==> src/common/scan_sel_pkg.sv <==
// Purpose: Shared constants and types for the multidrop scan select block.
// Assumes: Backplane test clock is sampled by the 25 MHz system clock.
// Notes:   Instruction codes other than the return and group select codes are not decoded here.
package scan_sel_pkg;

  // ****************************************************************
  // Instruction register and address codes
  // ****************************************************************
  localparam int          IR_WIDTH        = 8;
  localparam int          ADDR_WIDTH      = 6;
  localparam int          ID_WIDTH        = 32;
  localparam int          GROUP_WIDTH     = 2;
  localparam logic [5:0]  BROADCAST_ADDR  = 6'h3B;
  localparam logic [5:0]  MULTICAST_BASE  = 6'h3C;
  localparam logic [3:0]  MULTICAST_HI    = 4'hF;
  localparam logic [7:0]  RETURN_WAIT_OP  = 8'hC3;
  localparam logic [7:0]  GROUP_SEL_OP    = 8'h03;
  localparam logic [7:0]  IR_RESET_VAL    = 8'h00;
  localparam logic [1:0]  GROUP_RESET_VAL = 2'h0;
  // Identification value is arbitrary and names no real part.
  localparam logic [31:0] ID_VALUE        = 32'h12345001;

  // ****************************************************************
  // Types
  // ****************************************************************
  // Standard sixteen-state test access port controller.
  typedef enum logic [3:0] {
    TAP_RESET, TAP_IDLE, TAP_SEL_DR, TAP_CAP_DR, TAP_SHIFT_DR,
    TAP_EXIT1_DR, TAP_PAUSE_DR, TAP_EXIT2_DR, TAP_UPD_DR,
    TAP_SEL_IR, TAP_CAP_IR, TAP_SHIFT_IR, TAP_EXIT1_IR,
    TAP_PAUSE_IR, TAP_EXIT2_IR, TAP_UPD_IR
  } tap_state_t;

  // Level-1 selection machine.
  typedef enum logic [1:0] {
    SEL_WAIT, SEL_SINGLE, SEL_GROUP, SEL_NONE
  } sel_state_t;

  // Backplane pins after synchronisation.
  typedef struct packed {
    logic tck;
    logic tms;
    logic tdi;
  } bp_pins_t;

endpackage

==> src/pin_sync.sv <==
// Purpose: Two-stage synchroniser for the backplane input pins.
// Assumes: Pins are asynchronous to clk.
// Notes:   The first stage is read only by the second stage.
`timescale 1ns/1ps
module pin_sync
  import scan_sel_pkg::*;
(
  input  wire logic     clk,
  input  wire logic     reset_n,
  input  wire bp_pins_t pins_async,
  output bp_pins_t      pins_sync
);

  bp_pins_t meta_reg;
  bp_pins_t meta_next;
  bp_pins_t sync_reg;
  bp_pins_t sync_next;

  // Next values are simply the previous stage.
  always_comb begin
    meta_next = pins_async;
    sync_next = meta_reg;
  end

  // Register both stages.
  always_ff @(posedge clk or negedge reset_n) begin
    if (!reset_n) begin
      meta_reg <= '0;
      sync_reg <= '0;
    end else begin
      meta_reg <= meta_next;
      sync_reg <= sync_next;
    end
  end

  assign pins_sync = sync_reg;

endmodule

==> src/scan_address_select.sv <==
// Purpose: Level-1 address selection behind the backplane test port.
// Assumes: Backplane clock is far slower than clk; slot inputs are static.
// Notes:   Shifting happens on sampled rising edges, output on falling.
//
// Summary of operation
// - Reset leaves selection waiting for address.
// - Unselected shifting discards bits, output off.
// - Update compares six IR bits, slot, codes.
// - Match enters single or group selected state.
// - No match enters unselected state.
// - Chained registers shift in at MSB.
// - Address compares ignore upper two scanned bits.
// - Reset state or return instruction waits.
// - Selection puts identification register in chain.
// - Unselected ignores addresses until reset or return.
// - Broadcast selects all waiting; output stays off.
// - Group register holds one of four groups.
// - Multicast selects matching group; output off.
// - Group selected follows protocol, output off.
`timescale 1ns/1ps
module scan_address_select
  import scan_sel_pkg::*;
(
  input  wire logic        clk,
  input  wire logic        reset_n,
  input  wire logic        backplane_clock,
  input  wire logic        backplane_mode,
  input  wire logic        backplane_serial_in,
  input  wire logic [5:0]  slot_addr,
  output logic             backplane_serial_out,
  output logic             backplane_serial_oe,
  output logic [1:0]       selection,
  output logic [1:0]       group_assign,
  output logic [7:0]       instr
);

  // ****************************************************************
  // Input synchronisation
  // ****************************************************************
  bp_pins_t pins_async;
  bp_pins_t pins;

  assign pins_async = '{tck: backplane_clock, tms: backplane_mode,
                        tdi: backplane_serial_in};

  pin_sync u_sync (
    .clk        (clk),
    .reset_n    (reset_n),
    .pins_async (pins_async),
    .pins_sync  (pins)
  );

  // ****************************************************************
  // State
  // ****************************************************************
  logic          tck_d_reg,   tck_d_next;
  logic [5:0]    slot1_reg,   slot1_next;
  logic [5:0]    slot_reg,    slot_next;
  logic          lvl2_reg,    lvl2_next;
  tap_state_t    tap_reg,     tap_next;
  sel_state_t    sel_reg,     sel_next;
  logic [7:0]    ir_sh_reg,   ir_sh_next;
  logic [7:0]    ir_reg,      ir_next;
  logic [31:0]   dr_sh_reg,   dr_sh_next;
  logic [1:0]    grp_reg,     grp_next;
  logic          tdo_reg,     tdo_next;
  logic          oe_reg,      oe_next;
  logic          rise;
  logic          fall;
  logic [5:0]    scan_addr;
  logic          is_group_code;
  logic          addr_match;
  logic          group_match;
  logic          selected;
  logic          grp_path;

  assign rise          = pins.tck & ~tck_d_reg;
  assign fall          = ~pins.tck & tck_d_reg;
  assign scan_addr     = ir_sh_reg[5:0];
  assign is_group_code = (scan_addr[5:2] == MULTICAST_HI);
  assign addr_match    = (scan_addr == slot_reg);
  assign group_match   = is_group_code &&
                         (scan_addr[1:0] == grp_reg);
  assign selected      = (sel_reg == SEL_SINGLE) ||
                         (sel_reg == SEL_GROUP);
  assign grp_path      = selected && lvl2_reg && (ir_reg == GROUP_SEL_OP);

  // Test access port controller advanced on each sampled rising edge.
  always_comb begin
    tap_next = tap_reg;
    if (rise) begin
      case (tap_reg)
        TAP_RESET:    tap_next = pins.tms ? TAP_RESET    : TAP_IDLE;
        TAP_IDLE:     tap_next = pins.tms ? TAP_SEL_DR   : TAP_IDLE;
        TAP_SEL_DR:   tap_next = pins.tms ? TAP_SEL_IR   : TAP_CAP_DR;
        TAP_CAP_DR:   tap_next = pins.tms ? TAP_EXIT1_DR : TAP_SHIFT_DR;
        TAP_SHIFT_DR: tap_next = pins.tms ? TAP_EXIT1_DR : TAP_SHIFT_DR;
        TAP_EXIT1_DR: tap_next = pins.tms ? TAP_UPD_DR   : TAP_PAUSE_DR;
        TAP_PAUSE_DR: tap_next = pins.tms ? TAP_EXIT2_DR : TAP_PAUSE_DR;
        TAP_EXIT2_DR: tap_next = pins.tms ? TAP_UPD_DR   : TAP_SHIFT_DR;
        TAP_UPD_DR:   tap_next = pins.tms ? TAP_SEL_DR   : TAP_IDLE;
        TAP_SEL_IR:   tap_next = pins.tms ? TAP_RESET    : TAP_CAP_IR;
        TAP_CAP_IR:   tap_next = pins.tms ? TAP_EXIT1_IR : TAP_SHIFT_IR;
        TAP_SHIFT_IR: tap_next = pins.tms ? TAP_EXIT1_IR : TAP_SHIFT_IR;
        TAP_EXIT1_IR: tap_next = pins.tms ? TAP_UPD_IR   : TAP_PAUSE_IR;
        TAP_PAUSE_IR: tap_next = pins.tms ? TAP_EXIT2_IR : TAP_PAUSE_IR;
        TAP_EXIT2_IR: tap_next = pins.tms ? TAP_UPD_IR   : TAP_SHIFT_IR;
        TAP_UPD_IR:   tap_next = pins.tms ? TAP_SEL_DR   : TAP_IDLE;
        default:      tap_next = TAP_RESET;
      endcase
    end
  end

  // Instruction shift and hold registers; update takes effect on fall.
  always_comb begin
    ir_sh_next = ir_sh_reg;
    ir_next    = ir_reg;
    if (tap_reg == TAP_RESET) begin
      ir_next = IR_RESET_VAL;
    end else if (rise && tap_reg == TAP_CAP_IR) begin
      ir_sh_next = {6'h00, 2'h1};
    end else if (rise && tap_reg == TAP_SHIFT_IR) begin
      // New bit at the top, bottom bit leaves the register.
      ir_sh_next = {pins.tdi, ir_sh_reg[7:1]};
    end else if (fall && tap_reg == TAP_UPD_IR) begin
      ir_next = ir_sh_reg;
    end
  end

  // Level-1 selection machine, evaluated at the update of the instruction.
  // While waiting every scanned value is an address with its two upper
  // bits ignored, so the return code only acts once selected or unselected.
  always_comb begin
    sel_next  = sel_reg;
    lvl2_next = lvl2_reg;
    if (tap_reg == TAP_RESET) begin
      sel_next  = SEL_WAIT;
      lvl2_next = 1'b0;
    end else if (fall && tap_reg == TAP_UPD_IR) begin
      // Only an update made while selected loads a real instruction.
      lvl2_next = selected;
      if (sel_reg == SEL_WAIT) begin
        if (scan_addr == BROADCAST_ADDR) begin
          sel_next = SEL_GROUP;
        end else if (group_match) begin
          sel_next = SEL_GROUP;
        end else if (!is_group_code && addr_match) begin
          sel_next = SEL_SINGLE;
        end else begin
          sel_next = SEL_NONE;
        end
      end else if (ir_sh_reg == RETURN_WAIT_OP) begin
        sel_next = SEL_WAIT;
      end
      // Unselected stays put until reset or the return code.
    end
  end

  // Data path: group register when chosen, else identification value.
  always_comb begin
    dr_sh_next = dr_sh_reg;
    grp_next   = grp_reg;
    if (tap_reg == TAP_RESET) begin
      grp_next = GROUP_RESET_VAL;
    end else if (rise && tap_reg == TAP_CAP_DR) begin
      if (grp_path) begin
        dr_sh_next = {30'h0, grp_reg};
      end else begin
        dr_sh_next = ID_VALUE;
      end
    end else if (rise && tap_reg == TAP_SHIFT_DR) begin
      if (grp_path) begin
        dr_sh_next = {30'h0, pins.tdi, dr_sh_reg[1]};
      end else begin
        dr_sh_next = {pins.tdi, dr_sh_reg[31:1]};
      end
    end else if (fall && tap_reg == TAP_UPD_DR && grp_path &&
                 sel_reg == SEL_SINGLE) begin
      grp_next = dr_sh_reg[1:0];
    end
  end

  // Serial output changes on the falling edge while shifting.
  always_comb begin
    tdo_next = tdo_reg;
    oe_next  = oe_reg;
    if (fall) begin
      oe_next = 1'b0;
      if (sel_reg == SEL_SINGLE &&
          (tap_reg == TAP_SHIFT_IR || tap_reg == TAP_SHIFT_DR)) begin
        oe_next  = 1'b1;
        tdo_next = (tap_reg == TAP_SHIFT_IR) ? ir_sh_reg[0]
                                             : dr_sh_reg[0];
      end
      // Group selection and unselected keep the output off.
    end
    if (sel_reg != SEL_SINGLE) begin
      oe_next = 1'b0;
    end
  end

  // Register all state.
  always_ff @(posedge clk or negedge reset_n) begin
    if (!reset_n) begin
      tck_d_reg <= 1'b0;
      slot1_reg <= 6'h00;
      slot_reg  <= 6'h00;
      lvl2_reg  <= 1'b0;
      tap_reg   <= TAP_RESET;
      sel_reg   <= SEL_WAIT;
      ir_sh_reg <= IR_RESET_VAL;
      ir_reg    <= IR_RESET_VAL;
      dr_sh_reg <= '0;
      grp_reg   <= GROUP_RESET_VAL;
      tdo_reg   <= 1'b0;
      oe_reg    <= 1'b0;
    end else begin
      tck_d_reg <= pins.tck;
      slot1_reg <= slot1_next;
      slot_reg  <= slot_next;
      lvl2_reg  <= lvl2_next;
      tap_reg   <= tap_next;
      sel_reg   <= sel_next;
      ir_sh_reg <= ir_sh_next;
      ir_reg    <= ir_next;
      dr_sh_reg <= dr_sh_next;
      grp_reg   <= grp_next;
      tdo_reg   <= tdo_next;
      oe_reg    <= oe_next;
    end
  end

  // Slot pins come from outside; two register stages guard against
  // metastability if they are ever strapped while the clock runs.
  assign slot1_next = slot_addr;
  assign slot_next  = slot1_reg;

  assign backplane_serial_out = tdo_reg;
  assign backplane_serial_oe  = oe_reg;
  assign selection            = sel_reg;
  assign group_assign         = grp_reg;
  assign instr                = ir_reg;

endmodule

==> config.mk <==
export PLATFORM = sky130hd
export DESIGN_NAME = scan_address_select
export DESIGN_NICKNAME = d
export VERILOG_FILES = /design/src/common/scan_sel_pkg.sv /design/src/pin_sync.sv /design/src/scan_address_select.sv
export SDC_FILE = /design/constraint.sdc
export NUM_CORES = 1
export LEC_CHECK = 0
export BUFFER_PORTS_ARGS = -buffer_cell sky130_fd_sc_hd__buf_2
export CAP_MARGIN = 20
export CORE_MARGIN = 2
export CORE_UTILIZATION = 31
export CTS_BUF_LIST = sky130_fd_sc_hd__clkbuf_4 sky130_fd_sc_hd__clkbuf_8
export CTS_CLUSTER_SIZE = 10
export DETAILED_ROUTE_END_ITERATION = 6
export PLACE_DENSITY = 0.51
export SLEW_MARGIN = 25
export SYNTH_ARGS = -nofsm -noshare
export SYNTH_HDL_FRONTEND = slang
export SYNTH_SLANG_ARGS = --single-unit
export TNS_END_PERCENT = 30
==> constraint.sdc <==
create_clock -name clk -period 2.2 [get_ports clk]
set_input_delay 0.44 -clock clk [delete_from_list [all_inputs] [get_ports clk]]
set_output_delay 0.44 -clock clk [all_outputs]
set_load 0.1 [all_outputs]
## Word level (Yosys, flattened, before mapping)

Cells that the tools add are included.

- Eq/ne operators: 28
- Muxes and demuxes: 40
- Bitwise logic cells: 5
- Reductions and logical operators: 33

Operators by type and width:

| kind | count |
|---|---|
| 2-to-1 mux 32 bit | 3 |
| 2-to-1 mux 8 bit | 6 |
| case mux 4 bit (12 select lines) | 1 |
| equality test 4 bit, second input constant | 9 |
| 2-to-1 mux 29 bit | 1 |
| 2-to-1 mux 2 bit | 14 |
| equality test 4 x 3 -> 1 bit, second input constant | 4 |
| 2-to-1 mux 4 bit | 4 |
| logical AND 1 bit | 13 |
| nonzero test 2 bit | 5 |
| 2-to-1 mux 1 bit | 9 |
| equality test 4 x 2 -> 1 bit, second input constant | 2 |
| equality test 8 x 2 -> 1 bit, second input constant | 1 |
| equality test 8 bit, second input constant | 1 |
| != test 2 bit, second input constant | 4 |
| AND reduction 2 bit | 4 |
| equality test 6 bit | 1 |
| equality test 6 bit, second input constant | 1 |
| 2-to-1 mux 3 bit | 2 |
| AND reduction 3 bit | 2 |
| equality test 4 x 1 -> 1 bit, second input constant | 1 |
| logical NOT 4 bit | 1 |
| OR reduction 2 bit | 2 |
| inverter 1 bit | 3 |
| other kinds (10) | 12 |

- Register bits: 78
- Input port bits: 11
- Output and inout port bits: 14
- Word-level logic and storage cells: 124

## Depth between registers and ports, before layout

- Depth in word-level cells: 10
- Gate-level depth with buffers: 8

## Modules after synthesis

A second synthesis with hierarchy kept.

- Cells, all modules: 282
- Area total of the unflattened synthesis: 3254.4 um^2

By module, submodules not included:

| module | instances | cells an instance | area each (um^2) | sequential area each (um^2) |
|---|---|---|---|---|
| scan_address_select | 1 | 276 | 3104.2 | 1801.7 |
| pin_sync | 1 | 6 | 150.1 | 150.1 |

## Worst setup path after synthesis

OpenSTA, ideal clock, no wires.

- Kind: reg2reg
- From: register sel_reg[1] (netlist: selection[1])
- To: register dr_sh_reg[10]
- Library setup time: 0.121 ns
- Arrival: 2.411 ns
- Path slack: -0.332 ns
- Stages on the path, launching flop included: 9
- Buffers on the path: 1
- Period minus slack after synthesis: 2.532 ns
- Path through: dfrtp_1 > inv_1 > ha_1 > nand4_1 > or4_4 > nand2_4 > nor2_4 > buf_6 > a22o_1

- Longest elaborated chain between the ends: 7
- Elaborated cells on any way between the ends: 8
- Those cells by class: 2 x eq/ne; 3 x mux; 3 x reduce/logical

Ends and longest elaborated chain:

| item | RTL line | RTL |
|---|---|---|
| start: declaration | scan_address_select.sv:61 | `sel_state_t sel_reg, sel_next;` |
| start signal: assignment | scan_address_select.sv:223 | `sel_reg <= sel_next;` |
| equality test 2 x 1 -> 1 bit / equality test 2 bit (equally long branches) | scan_address_select.sv:84, scan_address_select.sv:85 |  |
| logical OR 1 bit (*) | scan_address_select.sv:84 | `assign selected = (sel_reg == SEL_SINGLE) \|\|` |
| logical AND 1 bit (*) (2 in a row) | scan_address_select.sv:86 | `assign grp_path = selected && lvl2_reg && (ir_reg == GROUP_SEL_OP);` |
| 2-to-1 mux 32 bit (*) | scan_address_select.sv:172 | `if (grp_path) begin` |
| 2-to-1 mux 32 bit (*) | scan_address_select.sv:171 | `end else if (rise && tap_reg == TAP_SHIFT_DR) begin` |
| 2-to-1 mux 32 bit (*) | scan_address_select.sv:165 | `end else if (rise && tap_reg == TAP_CAP_DR) begin` |
| end signal: assignment | scan_address_select.sv:226 | `dr_sh_reg <= dr_sh_next;` |
| end: declaration | scan_address_select.sv:64 | `logic [31:0] dr_sh_reg, dr_sh_next;` |

Mark *: on every way between the ends. The rest lies on a longest branch, timed or not. The select of a mux whose other input is x is not followed.
A chain may end at the register's enable or synchronous reset.

## Worst setup path in the final report

- From: register ir_reg[3] (netlist: instr[3])
- To: register dr_sh_reg[4]

- Longest elaborated chain between the ends: 5

Ends and longest elaborated chain:

| item | RTL line | RTL |
|---|---|---|
| start: declaration | scan_address_select.sv:63 | `logic [7:0] ir_reg, ir_next;` |
| start signal: assignment | scan_address_select.sv:225 | `ir_reg <= ir_next;` |
| equality test 8 x 2 -> 1 bit | scan_address_select.sv:86 |  |
| logical AND 1 bit | scan_address_select.sv:86 |  |
| 2-to-1 mux 32 bit | scan_address_select.sv:172 |  |
| 2-to-1 mux 32 bit | scan_address_select.sv:171 |  |
| 2-to-1 mux 32 bit | scan_address_select.sv:165 |  |

No other way between the ends. The select of a mux whose other input is x is not followed.

==> results.cfg <==
[timing]
tightest_slew_ns = 0.504
period_share_pct = 96.6
timing.fmax_mhz = 471
drv_slew = 0
max_slew_margin_pct = 66.2
fin_tns_setup_ns = 0
fin_crit_ns = 2.12
hold_violations = 0
final.setup.worst_slack_ns = 0.0755
finalClockSkew_ns = 0.0104
grt_setup_unrepaired = no
finalSetupViolCount = 0

[clock_network]
clock_path_buffers = 2
cts_buffers = 9
cts_sinks = 78
cts.repair.resized = 0
clk_latency_ns = 0.36
cts_root_buf = clkbuf_8
path_clk_slew_ns = 0.08
ctsHoldBuffers = 1
cts_setup_buffers = 0
cts_tree = built
h-tree-depth = 3

[route]
drtIter0Drc = 177
dr_wl_met3_um = 185
vias = 2295
via_per_inst = 4.94
first_pass_iters = 4
wire_per_inst_um = 14.2
wl_mm = 6.59
wl_met2_mm = 2.77
wl_met1_mm = 3.52
drc_errors = 0
maxUsedRoutingLayer = met4
postRouteAntennaNets = 0

[hold_path]
hold_start = backplane_clock
min_path_type = in -> reg
min_to = u_sync.meta_reg[2]
hold_path_depth = 1

[yosys]
netlist_instances = 298
synthArstFlopShare_pct = 100
synth_edf_count = 0
syn_area_per_cell_um2 = 10.9
synthesis.area_mm2 = 0.00325
synth-seq-cells = 78
yosysWarningCount = 0
synth_area_leaders = dfrtp_1 (60%), a22o_1 (6.5%), nand2_1 (5.0%)
synth_top_area_cell = dfrtp_1
synth.distinct_cells = 49
yosysTopAreaCellShare_pct = 60.0
synth-main-ff-cell = dfrtp_1
synth_nets = 311
yosysSeqAreaShare_pct = 60.0

[setup_path]
cp.arrival_ns = 2.37
worst_path_max_delay_cell = or4_1
crit_chain = or4_1 -> or4_4 -> nand2_4 -> nor2_4 -> a22o_2
critical_path_class = reg -> reg
crit_family = simple AND/OR/NAND/NOR gates
rrSetupSlack_ns = 0.08
reg2reg_depth = 5
r2r_end = dr_sh_reg[4]
crit_buf_inv = 0
path_depth = 5
startpoint_type = register
required_ns = 2.44
cp_max_fo = 23
critical-path-max-stage-delay_ns = 0.53
reg2reg_from = instr[3]
end_kind = register

[cells_and_area]
drive_above_1_share_pct = 20.4
final_nets = 337
n_antenna_cell = 0
syn_to_final_growth_pct = 15.2
largest_reg_flops = 32
final_common_cell = dfrtp_1
mostFrequentLayoutCells = dfrtp_1 (70), nand2_1 (43), o21ai_0 (30)

[global_routing]
grt_pass1_vias = 2173
grt_overflow_total = 0
antenna_found_initial = 0
grt_pass1_wl_mm = 11.2
grtUsageTotal_pct = 12.6
grt_max_degree = 51

[floorplan]
io-pin-count = 25
coreArea_mm2 = 0.0103
dieArea_mm2 = 0.0113
die_y_um = 106
start_util_pct = 31.7
row_count = 37
die_w_um = 106

[run_status]
status = complete, no violations

[run]
maxCapViolations = 0

[place]
place_ws_ns = 0.0997
place_congestion = 0.745
hpwl_mm = 4.35
portBuffers = 24

[power_and_ir_drop]
p_per_area_mw_per_mm2 = 963
ir_drop_mv = 0.452
leakagePower_nw = 1.68
-- Yosys cell counts (3+ instances only) --
cell	number
nor3_1	3
inv_1	5
mux2i_1	3
nand2_1	43
xor2_1	4
nor2_1	15
a22o_1	24
nand4_1	5
and3_1	3
o21ai_0	30
clkbuf_1	15
a22o_2	3
nand2b_1	3
nand3_1	9
a21oi_1	8
o2111ai_1	3
dfrtp_1	78
nor2b_1	5
-- worst register-to-register path, cell delays in order, from the launching register on --
cell     delay, ns
dfrtp_4       0.48
or4_1         0.53
or4_4         0.49
nand2_4       0.14
nor2_4        0.11
a22o_2        0.26
-- logic make-up (layout without fill, tap and decap cells) --
group | Yosys count | after routing | synth area share, %
AO/OA/AOI/OAI | 85 | 85 | 18.2
XOR/XNOR | 6 | 6 | 1.62
adder cells (fa/ha/maj) | 2 | 2 | 0.769
buffers and inverters | 25 | 56 | 3.50
flip-flops | 78 | 78 | 60.0
multiplexers | 3 | 3 | 0.923
AND/OR/NAND/NOR | 99 | 99 | 15.0
-- worst max path at each step --
stage          startpoint           end  slack (ns)
3_3_place_gp     instr[3]  dr_sh_reg[4]        0.14
5_1_grt          instr[3]  dr_sh_reg[4]        0.02
6_report         instr[3]  dr_sh_reg[4]        0.08
4_1_cts          instr[3]  dr_sh_reg[4]        0.07
3_5_place_dp     instr[3]  dr_sh_reg[1]         0.1
2_1_floorplan    instr[3]  dr_sh_reg[1]      0.0008
-- through the flow --
| stage | utilization [%] | cell area [um^2] | hold slack [ns] | instances | total power, mW |
|---|---|---|---|---|---|
| after floorplan | - | 3270 | 0.144 | 298 | 2.40 |
| after global placement | 34.6 | 3560 | 0.333 | 448 | 2.63 |
| after detailed placement | 34.6 | 3560 | 0.336 | 448 | 2.65 |
| after CTS | 36.5 | 3750 | 0.166 | 465 | 3.65 |
| after global routing | 36.5 | 3750 | 0.159 | 465 | 3.84 |
| final | 36.5 | 3750 | 0.182 | 465 | 3.61 |
-- power breakdown --
part	total (mW)	leakage (nW)	switching, mW	internal, mW
Sequential	1.74	1.02	0.131	1.61
Clock	0.987	0.0930	0.541	0.446
Combinational	0.878	0.566	0.562	0.316
-- layer usage --
metal	global-route usage, %	vias up
met4	5.29	0
met1	18.6	1133
met2	17.2	38
met3	3.68	8
met5	0	-
li1	-	1116
-- layout make-up --
| type | instances | area [um^2] |
|---|---|---|
| Clock inverter | 6 | 43.8 |
| Tap cell | 136 | 170 |
| Timing Repair Buffer | 35 | 220 |
| Inverter | 5 | 18.8 |
| Fill cell | 1045 | 6530 |
| Clock buffer | 10 | 138 |
| Sequential cell | 78 | 1970 |
| Multi-Input combinational cell | 195 | 1190 |
Power figures use the tool's default switching activity.
